===== src/hw/sftr_consts.vh =====
// constants for the serial frame transmit/receive datapath
`ifndef SFTR_CONSTS_VH
`define SFTR_CONSTS_VH
// register byte offsets
`define SFTR_OFF_RXLOW     6'h00
`define SFTR_OFF_RXHIGH    6'h04
`define SFTR_OFF_TXLOW     6'h08
`define SFTR_OFF_TXHIGH    6'h0C
`define SFTR_OFF_STATUS    6'h10
`define SFTR_OFF_CTRLB     6'h14
`define SFTR_OFF_CTRLC     6'h18
`define SFTR_OFF_BAUD      6'h1C
`define SFTR_OFF_PINCTRL   6'h20
// field positions
`define SFTR_ST_RXC        7
`define SFTR_ST_TXC        6
`define SFTR_ST_DRE        5
`define SFTR_HI_PARERR     1
`define SFTR_HI_FRMERR     2
`define SFTR_HI_OVF        3
`define SFTR_CB_TXEN       0
`define SFTR_CB_RXEN       1
`define SFTR_CC_STOP2      3
`define SFTR_CC_SYNC       6
`define SFTR_PC_INV        0
`define SFTR_PC_XCKOUT     1
// character size codes
`define SFTR_CH_9LOWFIRST  3'h6
// parity modes
`define SFTR_PAR_EVEN      2'h2
`define SFTR_PAR_ODD       2'h3
// receive mode code for double speed
`define SFTR_RXM_DOUBLE    2'h1
// reset values
`define SFTR_RST_CTRLB     8'h00
`define SFTR_RST_CTRLC     8'h03
`define SFTR_RST_BAUD      16'h0040
`define SFTR_RST_PINCTRL   8'h00
// samples per bit, and the baud accumulator step per clock
`define SFTR_S_NORMAL      5'h10
`define SFTR_S_DOUBLE      5'h08
`define SFTR_S_SYNC        5'h02
`define SFTR_BAUD_ONE      17'h0_0040
`endif


===== src/hw/sftr_datapath.v =====
// serial frame transmit/receive datapath with avalon-mm register slave
`timescale 1ns/1ps
`include "sftr_consts.vh"

// Behaviour
// - sixteen, eight or two samples per bit
// - buffer write starts frame via shift register
// - frame done, buffer empty sets transmit complete
// - empty flag shows buffer free for writing
// - short characters drop upper written bits
// - transmitter disable waits for frames to drain
// - disabled transmitter releases pin as input
// - shift bits until first stop, ignore second
// - first stop moves frame, sets receive complete
// - unused upper received bits read zero
// - error flags stored with their frame
// - low location read advances receive buffer
// - nine-bit low-first: high read advances instead
// - overflow flag when full buffer overwritten
// - parity checked against received parity bit
// - receiver disable flushes buffer, drops frame
// - one double-speed and three normal receive modes
// - clock pin direction selects master or slave
// - sample on edge opposite transmit edge
// - no inversion: launch rising, sample falling
// - inversion: launch falling, sample rising
// - start, 5-9 data, parity, 1-2 stops
// - two-entry receive buffer, one transmit buffer
// - async start accepted on two of three lows, sync start on one low sample
module sftr_datapath (
   input  wire        sys_clk,
   input  wire        rstn,
   input  wire [5:0]  address,
   input  wire        read,
   input  wire        write,
   input  wire [31:0] writedata,
   output reg  [31:0] readdata,
   output wire        waitrequest,
   input  wire        rxdIn,
   output wire        txdOut,
   output wire        txdOe,
   input  wire        tclkIn,
   output wire        tclkOut,
   output wire        tclkOe
);
   localparam RX_IDLE = 3'd0, RX_START = 3'd1, RX_DATA = 3'd2, RX_PAR = 3'd3, RX_STOP = 3'd4;

   function [3:0] charBits;
      input [2:0] cs;
      charBits = (cs < 3'h4) ? {1'b0, cs} + 4'h5 : 4'h9;
   endfunction

   function [12:0] txFrame;
      input [8:0] d;
      input [2:0] cs;
      input [1:0] pm;
      integer i;
      reg     [3:0] n;
      reg           p;
      begin
         n = charBits(cs);
         txFrame = 13'h1FFF;
         txFrame[0] = 1'b0;
         p = pm[0];
         for (i = 0; i < 9; i = i + 1) begin
            if (i < n) begin
               txFrame[i + 1] = d[i];
               p = p ^ d[i];
            end
         end
         if (pm[1])
            txFrame[n + 1] = p;
      end
   endfunction

   reg [7:0]  ctrlB_r, ctrlC_r, pinCtrl_r;
   reg [15:0] baud_r;
   reg [16:0] baudAcc_r;
   reg        rdAck_r;
   reg        rxA_r, rxB_r, tclkA_r, tclkB_r, tclkPrev_r, tclkGen_r;
   reg [8:0]  txBuf_r;
   reg        txBufFull_r, txBusy_r, txc_r;
   reg [12:0] txSh_r;
   reg [3:0]  txCnt_r;
   reg [4:0]  txPh_r;
   reg [2:0]  rxState_r;
   reg [4:0]  rxPh_r;
   reg [1:0]  rxOnes_r;
   reg [3:0]  rxIdx_r;
   reg [8:0]  rxSh_r;
   reg        rxPar_r, rxParErr_r;
   reg [11:0] rxE0_r, rxE1_r;
   reg [1:0]  rxCount_r;

   wire [2:0] character_size_field   = ctrlC_r[2:0];
   wire [1:0] parMode  = ctrlC_r[5:4];
   wire       syncMode = ctrlC_r[`SFTR_CC_SYNC];
   wire       txEnReq  = ctrlB_r[`SFTR_CB_TXEN];
   wire       rxEn     = ctrlB_r[`SFTR_CB_RXEN];
   wire       inv      = pinCtrl_r[`SFTR_PC_INV];
   wire       master   = pinCtrl_r[`SFTR_PC_XCKOUT];
   wire [3:0] nBits    = charBits(character_size_field);
   wire [4:0] spb      = syncMode ? `SFTR_S_SYNC :
                         (ctrlB_r[3:2] == `SFTR_RXM_DOUBLE) ? `SFTR_S_DOUBLE
                                                            : `SFTR_S_NORMAL;
   wire [4:0] mid      = {1'b0, spb[4:1]};

   // avalon slave: reads answer one cycle late so readdata comes from a flop
   assign waitrequest = read & ~rdAck_r;
   wire   rdTake = read & rdAck_r;
   wire   wrTake = write;
   wire   rdLow  = rdTake && address == `SFTR_OFF_RXLOW;
   wire   rdHigh = rdTake && address == `SFTR_OFF_RXHIGH;
   wire   nineLowFirst = (character_size_field == `SFTR_CH_9LOWFIRST);
   wire   rxPop = (rxCount_r != 2'd0) &&
                  (nineLowFirst ? rdHigh : rdLow);

   // fractional sample tick: one tick per BAUD/64 clocks on average
   wire [16:0] accSum = baudAcc_r + `SFTR_BAUD_ONE;
   wire        tick   = accSum >= {1'b0, baud_r};

   // transfer clock: edges taken from the generated clock as master, from the synchronised pin as slave
   wire tclkLvl   = master ? tclkGen_r : tclkB_r;
   wire tclkRise  = tclkLvl & ~tclkPrev_r;
   wire tclkFall  = ~tclkLvl & tclkPrev_r;
   wire launchEdg = inv ? tclkFall : tclkRise;
   wire sampleEdg = inv ? tclkRise : tclkFall;
   assign tclkOut = tclkGen_r;
   assign tclkOe  = syncMode & master;

   // transmitter
   wire txActive = txEnReq | txBusy_r | txBufFull_r;
   wire txStep   = syncMode ? launchEdg : (tick && txPh_r == spb - 5'd1);
   wire txLast   = txBusy_r && txStep && txCnt_r == 4'd1;
   wire txLoad   = txBufFull_r && (!txBusy_r || txLast);
   wire [3:0] txLen = 4'd2 + nBits + {3'b0, parMode[1]} + {3'b0, ctrlC_r[`SFTR_CC_STOP2]};
   assign txdOut = txBusy_r ? txSh_r[0] : 1'b1;
   assign txdOe  = txActive;

   always @(posedge sys_clk or negedge rstn) begin
      if (!rstn) begin
         txBuf_r     <= 9'h000;
         txBufFull_r <= 1'b0;
         txBusy_r    <= 1'b0;
         txSh_r      <= 13'h1FFF;
         txCnt_r     <= 4'h0;
         txPh_r      <= 5'h00;
         txc_r       <= 1'b0;
      end else begin
         if (wrTake && address == `SFTR_OFF_TXHIGH)
            txBuf_r[8] <= writedata[0];
         if (wrTake && address == `SFTR_OFF_TXLOW && txEnReq && !txBufFull_r)
            txBuf_r[7:0] <= writedata[7:0];
         if (wrTake && address == `SFTR_OFF_TXLOW && txEnReq && !txBufFull_r)
            txBufFull_r <= 1'b1;
         else if (txLoad)
            txBufFull_r <= 1'b0;
         if (txLoad) begin
            txSh_r   <= txFrame(txBuf_r, character_size_field, parMode);
            txCnt_r  <= txLen;
            txBusy_r <= 1'b1;
            txPh_r   <= 5'h00;
         end else if (txBusy_r) begin
            if (tick && !syncMode)
               txPh_r <= (txPh_r == spb - 5'd1) ? 5'h00 : txPh_r + 5'd1;
            if (txStep) begin
               txSh_r  <= {1'b1, txSh_r[12:1]};
               txCnt_r <= txCnt_r - 4'd1;
               if (txCnt_r == 4'd1)
                  txBusy_r <= 1'b0;
            end
         end
         // a completion in the clearing cycle wins over the clear
         if (txLast && !txBufFull_r)
            txc_r <= 1'b1;
         else if (wrTake && address == `SFTR_OFF_STATUS && writedata[`SFTR_ST_TXC])
            txc_r <= 1'b0;
      end
   end

   // receiver bit decision
   wire       rxBit   = rxB_r;
   wire       vote    = (rxOnes_r + {1'b0, rxBit}) >= 2'd2;
   wire       asyncDec = !syncMode && tick && rxState_r != RX_IDLE && rxPh_r == mid + 5'd2;
   wire       syncDec  = syncMode && sampleEdg && rxState_r != RX_IDLE;
   wire       rxDec   = asyncDec | syncDec;
   wire       bitVal  = syncMode ? rxBit : vote;
   wire       rxPush  = rxEn && rxDec && rxState_r == RX_STOP;
   wire [8:0] receive_buffer_head  = rxSh_r >> (4'd9 - nBits);
   wire [11:0] rxNew  = {1'b0, ~bitVal, rxParErr_r, receive_buffer_head};

   always @(posedge sys_clk or negedge rstn) begin
      if (!rstn) begin
         rxState_r <= RX_IDLE;
         rxPh_r    <= 5'h00;
         rxOnes_r  <= 2'h0;
         rxIdx_r   <= 4'h0;
         rxSh_r    <= 9'h000;
         rxPar_r   <= 1'b0;
         rxParErr_r <= 1'b0;
      end else if (!rxEn) begin
         rxState_r <= RX_IDLE;
         rxPh_r    <= 5'h00;
      end else begin
         if (!syncMode && tick && rxState_r != RX_IDLE) begin
            rxPh_r <= (rxPh_r == spb) ? 5'h01 : rxPh_r + 5'd1;
            if (rxPh_r == spb)
               rxOnes_r <= 2'h0;
            else if ((rxPh_r == mid || rxPh_r == mid + 5'd1) && rxBit)
               rxOnes_r <= rxOnes_r + 2'd1;
         end
         case (rxState_r)
            RX_IDLE: begin
               rxPar_r    <= parMode[0];
               rxParErr_r <= 1'b0;
               rxIdx_r  <= 4'h0;
               rxOnes_r <= 2'h0;
               if (syncMode && sampleEdg && !rxBit)
                  rxState_r <= RX_DATA;
               else if (!syncMode && tick && !rxBit) begin
                  rxState_r <= RX_START;
                  rxPh_r    <= 5'h02;
               end
            end
            RX_START: if (rxDec)
               rxState_r <= bitVal ? RX_IDLE : RX_DATA;
            RX_DATA: if (rxDec) begin
               rxSh_r  <= {bitVal, rxSh_r[8:1]};
               rxPar_r <= rxPar_r ^ bitVal;
               rxIdx_r <= rxIdx_r + 4'd1;
               if (rxIdx_r == nBits - 4'd1)
                  rxState_r <= parMode[1] ? RX_PAR : RX_STOP;
            end
            RX_PAR: if (rxDec) begin
               rxParErr_r <= rxPar_r ^ bitVal;
               rxState_r  <= RX_STOP;
            end
            RX_STOP: if (rxDec)
               rxState_r <= RX_IDLE;
            default: rxState_r <= RX_IDLE;
         endcase
      end
   end

   // two-entry receive buffer; a full buffer overwrites its newest entry
   always @(posedge sys_clk or negedge rstn) begin
      if (!rstn) begin
         rxE0_r    <= 12'h000;
         rxE1_r    <= 12'h000;
         rxCount_r <= 2'h0;
      end else if (!rxEn) begin
         rxCount_r <= 2'h0;
      end else begin
         case ({rxPush, rxPop})
            2'b01: begin
               rxE0_r    <= rxE1_r;
               rxCount_r <= rxCount_r - 2'd1;
            end
            2'b10: begin
               if (rxCount_r == 2'd0)
                  rxE0_r <= rxNew;
               else if (rxCount_r == 2'd1)
                  rxE1_r <= rxNew;
               else
                  rxE1_r <= rxNew | 12'h800;
               if (rxCount_r != 2'd2)
                  rxCount_r <= rxCount_r + 2'd1;
            end
            2'b11: begin
               if (rxCount_r == 2'd1)
                  rxE0_r <= rxNew;
               else begin
                  rxE0_r <= rxE1_r;
                  rxE1_r <= rxNew;
               end
            end
            default: rxCount_r <= rxCount_r;
         endcase
      end
   end

   wire rxc = rxCount_r != 2'd0;

   // control registers, pin synchronisers, transfer clock generator
   always @(posedge sys_clk or negedge rstn) begin
      if (!rstn) begin
         ctrlB_r   <= `SFTR_RST_CTRLB;
         ctrlC_r   <= `SFTR_RST_CTRLC;
         pinCtrl_r <= `SFTR_RST_PINCTRL;
         baud_r    <= `SFTR_RST_BAUD;
         baudAcc_r <= 17'h0_0000;
         rdAck_r   <= 1'b0;
         rxA_r     <= 1'b1;
         rxB_r     <= 1'b1;
         tclkA_r    <= 1'b0;
         tclkB_r    <= 1'b0;
         tclkPrev_r <= 1'b0;
         tclkGen_r  <= 1'b0;
      end else begin
         rdAck_r   <= read & ~rdAck_r;
         rxA_r     <= rxdIn;
         rxB_r     <= rxA_r;
         tclkA_r    <= tclkIn;
         tclkB_r    <= tclkA_r;
         tclkPrev_r <= tclkLvl;
         baudAcc_r <= tick ? accSum - {1'b0, baud_r} : accSum;
         // master clock toggles on every tick: two samples per bit
         if (syncMode && master && tick)
            tclkGen_r <= ~tclkGen_r;
         if (wrTake) begin
            case (address)
               `SFTR_OFF_CTRLB:   ctrlB_r   <= writedata[7:0];
               `SFTR_OFF_CTRLC:   ctrlC_r   <= writedata[7:0];
               `SFTR_OFF_PINCTRL: pinCtrl_r <= writedata[7:0];
               // below 64 the divider would exceed the clock; clamp
               `SFTR_OFF_BAUD:    baud_r    <= (writedata[15:0] < 16'h0040) ?
                                               16'h0040 : writedata[15:0];
               default:           baud_r    <= baud_r;
            endcase
         end
      end
   end

   // read data register; unmapped addresses read zero
   always @(posedge sys_clk or negedge rstn) begin
      if (!rstn)
         readdata <= 32'h0000_0000;
      else if (read && !rdAck_r) begin
         case (address)
            `SFTR_OFF_RXLOW:   readdata <= {24'h00_0000, rxE0_r[7:0]};
            `SFTR_OFF_RXHIGH:  readdata <= {24'h00_0000, rxc, 3'b000, rxE0_r[11:8]};
            `SFTR_OFF_STATUS:  readdata <= {24'h00_0000, rxc, txc_r, ~txBufFull_r, 5'h00};
            `SFTR_OFF_CTRLB:   readdata <= {24'h00_0000, ctrlB_r};
            `SFTR_OFF_CTRLC:   readdata <= {24'h00_0000, ctrlC_r};
            `SFTR_OFF_BAUD:    readdata <= {16'h0000, baud_r};
            `SFTR_OFF_PINCTRL: readdata <= {24'h00_0000, pinCtrl_r};
            default:           readdata <= 32'h0000_0000;
         endcase
      end
   end
endmodule // sftr_datapath


===== config.mk =====
export PLATFORM = sky130hd
export DESIGN_NAME = sftr_datapath
export DESIGN_NICKNAME = d
export VERILOG_FILES = /design/src/hw/sftr_datapath.v
export VERILOG_INCLUDE_DIRS = /design/src /design/src/hw
export SDC_FILE = /design/constraint.sdc
export NUM_CORES = 1
export LEC_CHECK = 0
export ABC_AREA = 1
export BUFFER_PORTS_ARGS = -buffer_cell sky130_fd_sc_hd__buf_2
export CAP_MARGIN = 30
export CORE_ASPECT_RATIO = 1.75
export CORE_UTILIZATION = 25
export CTS_CLUSTER_SIZE = 12
export DETAILED_ROUTE_END_ITERATION = 12
export PLACE_DENSITY = 0.42
export REMOVE_ABC_BUFFERS = 1
export SLEW_MARGIN = 20
export SYNTH_ARGS = -nofsm -noshare
export SYNTH_HDL_FRONTEND = slang
export SYNTH_SLANG_ARGS = --single-unit

===== constraint.sdc =====
create_clock -name sys_clk -period 5.4 [get_ports sys_clk]
set_clock_uncertainty 0.1 [all_clocks]
set_input_delay 0 -clock sys_clk [delete_from_list [all_inputs] [get_ports sys_clk]]
set_output_delay 0 -clock sys_clk [all_outputs]
set_load 0.005 [all_outputs]

==> impl_results.md, run 1 <==
* Flop pwr share at 34.3%
* Synth top area share at 35.8%
* Via density at 4.49
* Finish-stage setup viols at 0
* Worst Setup End Kind: flop
* Static Leak at 5.73 nW
* Fraction of layout cells with a size suffix above 1 at 10.5%
* WL/cell at 15.5 microns
* Max Root-Sink Buffers at 2
* Critical Path Start Type: flop
* Critical Path Start: baudAcc_r[6]
* Setup TNS at 0 ns
* Initial antenna violation count at 0
* CORE AREA at 40,700 sq um
* Reg clk slew, reported paths at 0.07 ns
* CP arrival at 4.37 ns
* Power Internal at 2.95 mW
* Worst rel slew slack at 46.1%
* Gr usage total at 15.6%
* Critical R2R Capture: rxE1_r[1]
* Register bit count reported by yosys at 165
* Remaining DRCs at 0
* DP HPWL at 23,700 microns
* Antenna Cells at 0
* TritonCTS buffer count at 17
* Min-delay worst type: primary input to asynchronous set/reset pin
* Post-synthesis sequential area ratio at 40.4%
* Num ports at 81
* End point of the critical path: rxE1_r[1]
* Worst R2R Setup Slack at 1.31 ns
* Gpl congestion at 0.851
* Combinational fraction of design power at 41.6%
* Vias in the first global route at 9,090
* CTS HTree Levels at 4
* Crit-path slowest cell: nor2_4
* Crit-path max FO at 28
* Synthesized area at 10,300 sq um
* Failing checks: negative hold slack
* Die W at 155 microns
* Switching share of power at 42.9%
* Multi-input gate area at 5200 sq um
* Clock sinks at 165
* R2R cell count at 20
* Hold Slack at -0.00412 ns
* Fillers at 4,504
* Final Hold Fails at 2
* Port bufs at 48
* Clock latency on the worst-skew pair at 0.46 ns
* Crit path required time at 5.68 ns
* Main flop type after synthesis: dfrtp_1
* Row count at 98
* Pin count of the biggest net entering global routing at 67
* Maximum VDD drop at 0.235 mV
* Yosys cell types at 53
* Fin area at 11,800 sq um
* Max Cap Violations at 0
* Worst path max stage delay at 0.42 ns
* Yosys warnings at 0
* Commonest non-fill, non-tap cell in the layout: nand2_1
* Layout area overhead at 15.2%
* FMAX at 245 MHz
* Setup WS post-layout at 1.31 ns
* Power per cell area at 436 nW/um^2
* Final period util at 75.7%
* Avg Cell Area, Syn at 7.46 sq um
* Post-synth EDFFs at 0
* Net count, final at 1,522
* Critical path buffers and inverters at 3
* Mapped Cells at 1,378
* Worst slack at placement at 1.29 ns
* CTS root buffer: clkbuf_16
* Worst-Margin Slew at 0.806 ns
* Crit. path cell count at 20
* Power share of the clock group at 24.2%
* Drt pass-1 iters at 5
* First-pass GRT wire length at 50,300 microns
* Slew Viols, Final at 0
* Die Ht at 270 microns
* Layout Utilization at 29.1%
* Synth area leader: dfrtp_1
* DR vias at 8,979
* Asr flop ratio synth at 100%
* Final antenna-violating net count at 0
* Total gr overflow at 0
* Initial Util at 25.3%
* Placed Area at 11,000 sq um
* FF-to-FF Start: baudAcc_r[6]
* Drt first-iter violations at 484
* RSZ-0062 raised after global routing: no
* Setup Crit Path Kind: flop to flop
* Minimum clock period at 4.09 ns
* Commonest cells after routing, fill and taps aside: nand2_1, inv_1, o21ai_0, dfrtp_1, nand3_1
* Total Wirelength at 31,000 microns
* Crit path cell chain: nand3_1 > nor3_1 > nand3_1 > nand3b_1 > xor2_1 > inv_1 > ha_1 > inv_1 > nor3_1 > nand4_1 > nand2_1 > nor2_4 > nand2_4 > nand4_2 > nand2_2 > buf_4 > o211ai_4 > nor2_4 > nand2_1 > o21ai_1
* Die ar. at 42,000 sq um
* Outcome: finished with violations
* Reg area at 4150 sq um
* NetSw at 2.22 mW
* CP top delay family: simple AND/OR/NAND/NOR gates
* Synth area leaders: dfrtp_1, nand2_1, o21ai_0
* CTS tree: done
==> registers in the layout (all words and copies together) (netlist names), 2 cells and up <==
signal / cells
readdata: 16
txPh_r: 5
rxOnes_r: 2
ctrlB_r: 8
rxPh_r: 5
ctrlC_r: 8
baudAcc_r: 17
txCnt_r: 4
rxIdx_r: 4
pinCtrl_r: 8
txSh_r: 13
txBuf_r: 9
rxCount_r: 2
rxSh_r: 9
rxState_r: 3
baud_r: 16
rxE0_r: 12
rxE1_r: 12
==> cells in the mapped netlist (3+ instances only) <==
| cell type | instances |
|---|---|
| nor3_1 | 14 |
| buf_6 | 6 |
| nand2_2 | 7 |
| nor3_2 | 3 |
| clkinv_1 | 3 |
| nor4_1 | 4 |
| nor2_2 | 3 |
| a22oi_1 | 6 |
| a221oi_1 | 3 |
| nand3b_1 | 3 |
| o21ai_2 | 3 |
| nand4_1 | 38 |
| ha_1 | 37 |
| xor2_1 | 28 |
| o22ai_1 | 5 |
| o2111ai_1 | 6 |
| a21oi_1 | 35 |
| a31oi_1 | 5 |
| clkbuf_1 | 18 |
| buf_4 | 22 |
| nor2_1 | 78 |
| inv_2 | 3 |
| nor2_4 | 3 |
| o21ai_1 | 10 |
| o211ai_1 | 7 |
| dfrtp_1 | 147 |
| nand2_1 | 401 |
| nand3_1 | 81 |
| o21ai_0 | 153 |
| o31ai_1 | 4 |
| or2_2 | 6 |
| xnor2_1 | 16 |
| inv_1 | 166 |
| mux2_2 | 7 |
| dfstp_2 | 18 |
| buf_2 | 9 |
==> cell families after synthesis <==
logic type	after synthesis	synth area share, %
other	1	0.0365
buffers and inverters	229	9.73
multiplexers	8	0.864
XOR/XNOR	44	3.75
flip-flops	165	40.4
AO/OA/AOI/OAI	241	13.0
adder cells (fa/ha/maj)	39	4.89
AND/OR/NAND/NOR	651	27.4
==> metrics by stage <==
stage / total power [mW] / hold WS, ns / instances
floorplan: 3.31 / -0.396 / 1337
detailed placement: 3.94 / -0.0388 / 1944
global placement: 3.93 / -0.0388 / 1943
global route: 5.63 / 0.0252 / 2002
finish: 5.17 / -0.00412 / 2002
CTS: 5.25 / 0.00584 / 2001
==> worst register-to-register path: cells and delay by family, from the launching register on <==
family	cells	cell delay, ns
simple gates	13	2.28
buf+inv	3	0.44
flops	1	0.39
fa+ha+maj	1	0.34
compound gates	2	0.27
xor+xnor	1	0.22
==> routing by layer <==
layer	global-route usage [%]	vias to the layer above	wire, microns	share of wire [%]
met1	17.0	4234	12400	40
met5	0	-	0	0
li1	-	4574	-	-
met3	1.70	40	661	2.1
met4	7.15	0	1050	3.4
met2	29.7	131	16900	54
==> how the worst min path moves through the flow <==
stage,from,to,cells after the start
2_1_floorplan,rstn,baudAcc_r[0],0
3_3_place_gp,rstn,baudAcc_r[11],1
3_5_place_dp,rstn,baudAcc_r[11],1
4_1_cts,address[2],txc_r,5
5_1_grt,address[2],txc_r,5
6_report,rstn,baudAcc_r[11],2
==> what timing repair did <==
| action | CTS | global route |
|---|---|---|
| hold buffers | 25 | 0 |
| setup buffers | 0 | 0 |
| resized for setup | 0 | 0 |
| endpoints found under the hold margin | 126 | 0 |
==> power by group through the flow <==
stage / Combinational, mW / Clock, mW / Sequential, mW
floorplan: 1.59 / 0 / 1.73
global placement: 2.14 / 0 / 1.80
detailed placement: 2.15 / 0 / 1.80
CTS: 2.18 / 1.29 / 1.78
global route: 2.49 / 1.33 / 1.81
finish: 2.15 / 1.25 / 1.77
==> area by class of cell <==
cell class	instances	area share [%]
tap	550	5.81
timing repair buffer	83	4.86
clock buffer	18	3.71
multi-input combinational	999	43.9
inverter	173	5.50
clock inverter	14	1.20
sequential	165	35.0
Note: power is estimated with default switching activity, not from simulation.
==> inputs of run 2 (changes only) <==
==> constraint.sdc (replaced) <==
create_clock -name sys_clk -period 4.1 [get_ports sys_clk]
set_clock_uncertainty 0.1 [all_clocks]
set_input_delay 0 -clock sys_clk [delete_from_list [all_inputs] [get_ports sys_clk]]
set_output_delay 0 -clock sys_clk [all_outputs]
set_load 0.005 [all_outputs]
==> run 2 against run 1 <==
Compared with the run above:
- the flow now finishes without violations
- critical path depth decreased by 1
- global-route usage increased by 0.16 points
- clock-buffer cell count increased by 1
- critical path type unchanged
- highest routed layer unchanged
==> impl_results.md, run 2 (synthesized netlist as in run 1, its figures left out) <==
* Setup TNS at 0 ns
* Top reg by flops: baudAcc_r
* Die Ht at 270 microns
* Crit path cell chain: nand3_1 > nor3_2 > nand3_1 > nand3b_1 > xor2_1 > inv_1 > ha_1 > inv_1 > nor3_1 > nand4_1 > nand2_1 > nor2_4 > nand2_4 > nand2_1 > nor2_2 > inv_1 > nor2_1 > nand3_1 > a21oi_1
* Setup WS post-layout at 0.469 ns
* Critical Path Start: baudAcc_r[6]
* Gr usage total at 15.8%
* CTS tree: done
* Crit-path max FO at 6
* Final antenna-violating net count at 0
* Slew Viols, Final at 0
* Clock sinks at 165
* CORE AREA at 40,700 sq um
* First-pass GRT wire length at 50,800 microns
* GRT busiest layer: met2
* DP HPWL at 24,300 microns
* Worst slack at placement at 0.275 ns
* Pin count of the biggest net entering global routing at 80
* WL/cell at 15.7 microns
* Top flop regs: baudAcc_r x17, baud_r x16, readdata x16
* Max reg flops at 17
* CTS root buffer: clkbuf_16
* Net count, final at 1,537
* Worst rel slew slack at 45.2%
* GRT met1 Usage at 16.8%
* Die W at 155 microns
* Die ar. at 42,000 sq um
* Max Root-Sink Buffers at 2
* Finish-stage setup viols at 0
* Layout Utilization at 29.5%
* Final total power at 6.89 mW
* Row count at 98
* Max Cap Violations at 0
* CTS HTree Levels at 4
* Power per cell area at 573 nW/um^2
* TritonCTS buffer count at 17
* Num ports at 81
* Worst path max stage delay at 0.39 ns
* Worst-Margin Slew at 0.820 ns
* Maximum VDD drop at 0.314 mV
* Outcome: completed
* Drt first-iter violations at 479
* Commonest non-fill, non-tap cell in the layout: nand2_1
* FF-to-FF Start: baudAcc_r[6]
* Port bufs at 48
* Met2 Track Usage GR at 30.6%
* Crit-path slowest cell: dfrtp_1
* Setup Crit Path Kind: flop to flop
* Initial antenna violation count at 0
* Met3 usage at 1.89%
* Total Wirelength at 31,600 microns
* Fraction of layout cells with a size suffix above 1 at 11.4%
* Critical Path Start Type: flop
* Commonest cells after routing, fill and taps aside: nand2_1, inv_1, o21ai_0, dfrtp_1, nand3_1
* Initial Util at 25.3%
* Critical path buffers and inverters at 3
* Antenna Cells at 0
* Gpl congestion at 0.847
* CP arrival at 3.91 ns
* RSZ-0062 raised after global routing: no
* Final Hold Fails at 0
* CP top delay family: simple AND/OR/NAND/NOR gates
* Layout area overhead at 16.8%
* Hold path start: address[4]
* Drt pass-1 iters at 5
* Clock latency on the worst-skew pair at 0.45 ns
* Remaining DRCs at 0
* Worst Setup End Kind: flop
* Total gr overflow at 0
* Static Leak at 5.84 nW
* Reg clk slew, reported paths at 0.07 ns
* DR vias at 9,055
* Min-delay worst type: primary input to flop
* Final period util at 88.6%
* Minimum clock period at 3.63 ns
* Vias in the first global route at 9,190
* Via density at 4.49
* Crit path required time at 4.37 ns
* FMAX at 275 MHz
run 2: cell count changes in the layout (fill, tap and decap cells not counted), moves of 2 or more:
cell	change
nand2_2	-3
buf_4	+10
buf_12	+2
nand2_4	+3
dlygate4sd3_1	+2
run 2: repair_timing:
action,in CTS,in global routing
setup buffers,0,0
hold buffers,28,0
setup endpoints to repair,0,40
endpoints found under the hold margin,191,0
gates resized for setup,0,6
run 2: layout make-up:
type	count	area, sq um
clock inverters	13	136
clock buffers	19	453
flip-flops and latches	165	4150
fillers	4515	28700
multi-input cells	999	5220
repair buffers	98	716
well taps	550	688
inverters	173	656
run 2: routing by layer:
layer | part of all wire, % | routed length (microns)
met1 | 39 | 12500
met2 | 56 | 17600
met3 | 2.0 | 622
met5 | 0 | 0
met4 | 3.0 | 957
run 2: worst reg2reg max path, delay by kind of cell, from the launching register on:
kind / cells / cell delay, ns
adders and majority gates: 1 / 0.33
DFF: 1 / 0.39
AOI/OAI and AO/OA: 1 / 0.13
buffers and inverters: 3 / 0.24
xor gates and xnor gates: 1 / 0.20
and+or+nand+nor: 13 / 2.16
run 2: path summary, 6_finish.rpt:
check / endpoint / slack, ns / cells after the start
setup / recovery: txPh_r[2] / 0.47 / 19
min in group asynchronous: tclkPrev_r / 0.46 / 3
setup reg to reg: txPh_r[2] / 0.47 / 19
hold / removal: txc_r / 0.06 / 6
hold reg to reg: tclkB_r / 0.25 / 0
max in group asynchronous: txSh_r[12] / 2.59 / 4
run 2: per-stage QoR:
step                      instance area (sq um)  std cells  hold slack (ns)
final                                     12000       2017           0.0588
after global routing                      12000       2017           0.0945
after CTS                                 12000       2016           0.0301
after detailed placement                  11100       1956           -0.113
after global placement                    11100       1956           -0.110
after floorplan                            9990       1337           -0.396
run 2: where the power goes:
part / leakage, nW / switching (mW) / total, mW / internal [mW]
logic: 3.52 / 1.87 / 2.89 / 1.03
registers: 2.03 / 0.304 / 2.34 / 2.03
clock network: 0.288 / 0.771 / 1.66 / 0.889
total: 5.84 / 2.94 / 6.89 / 3.95
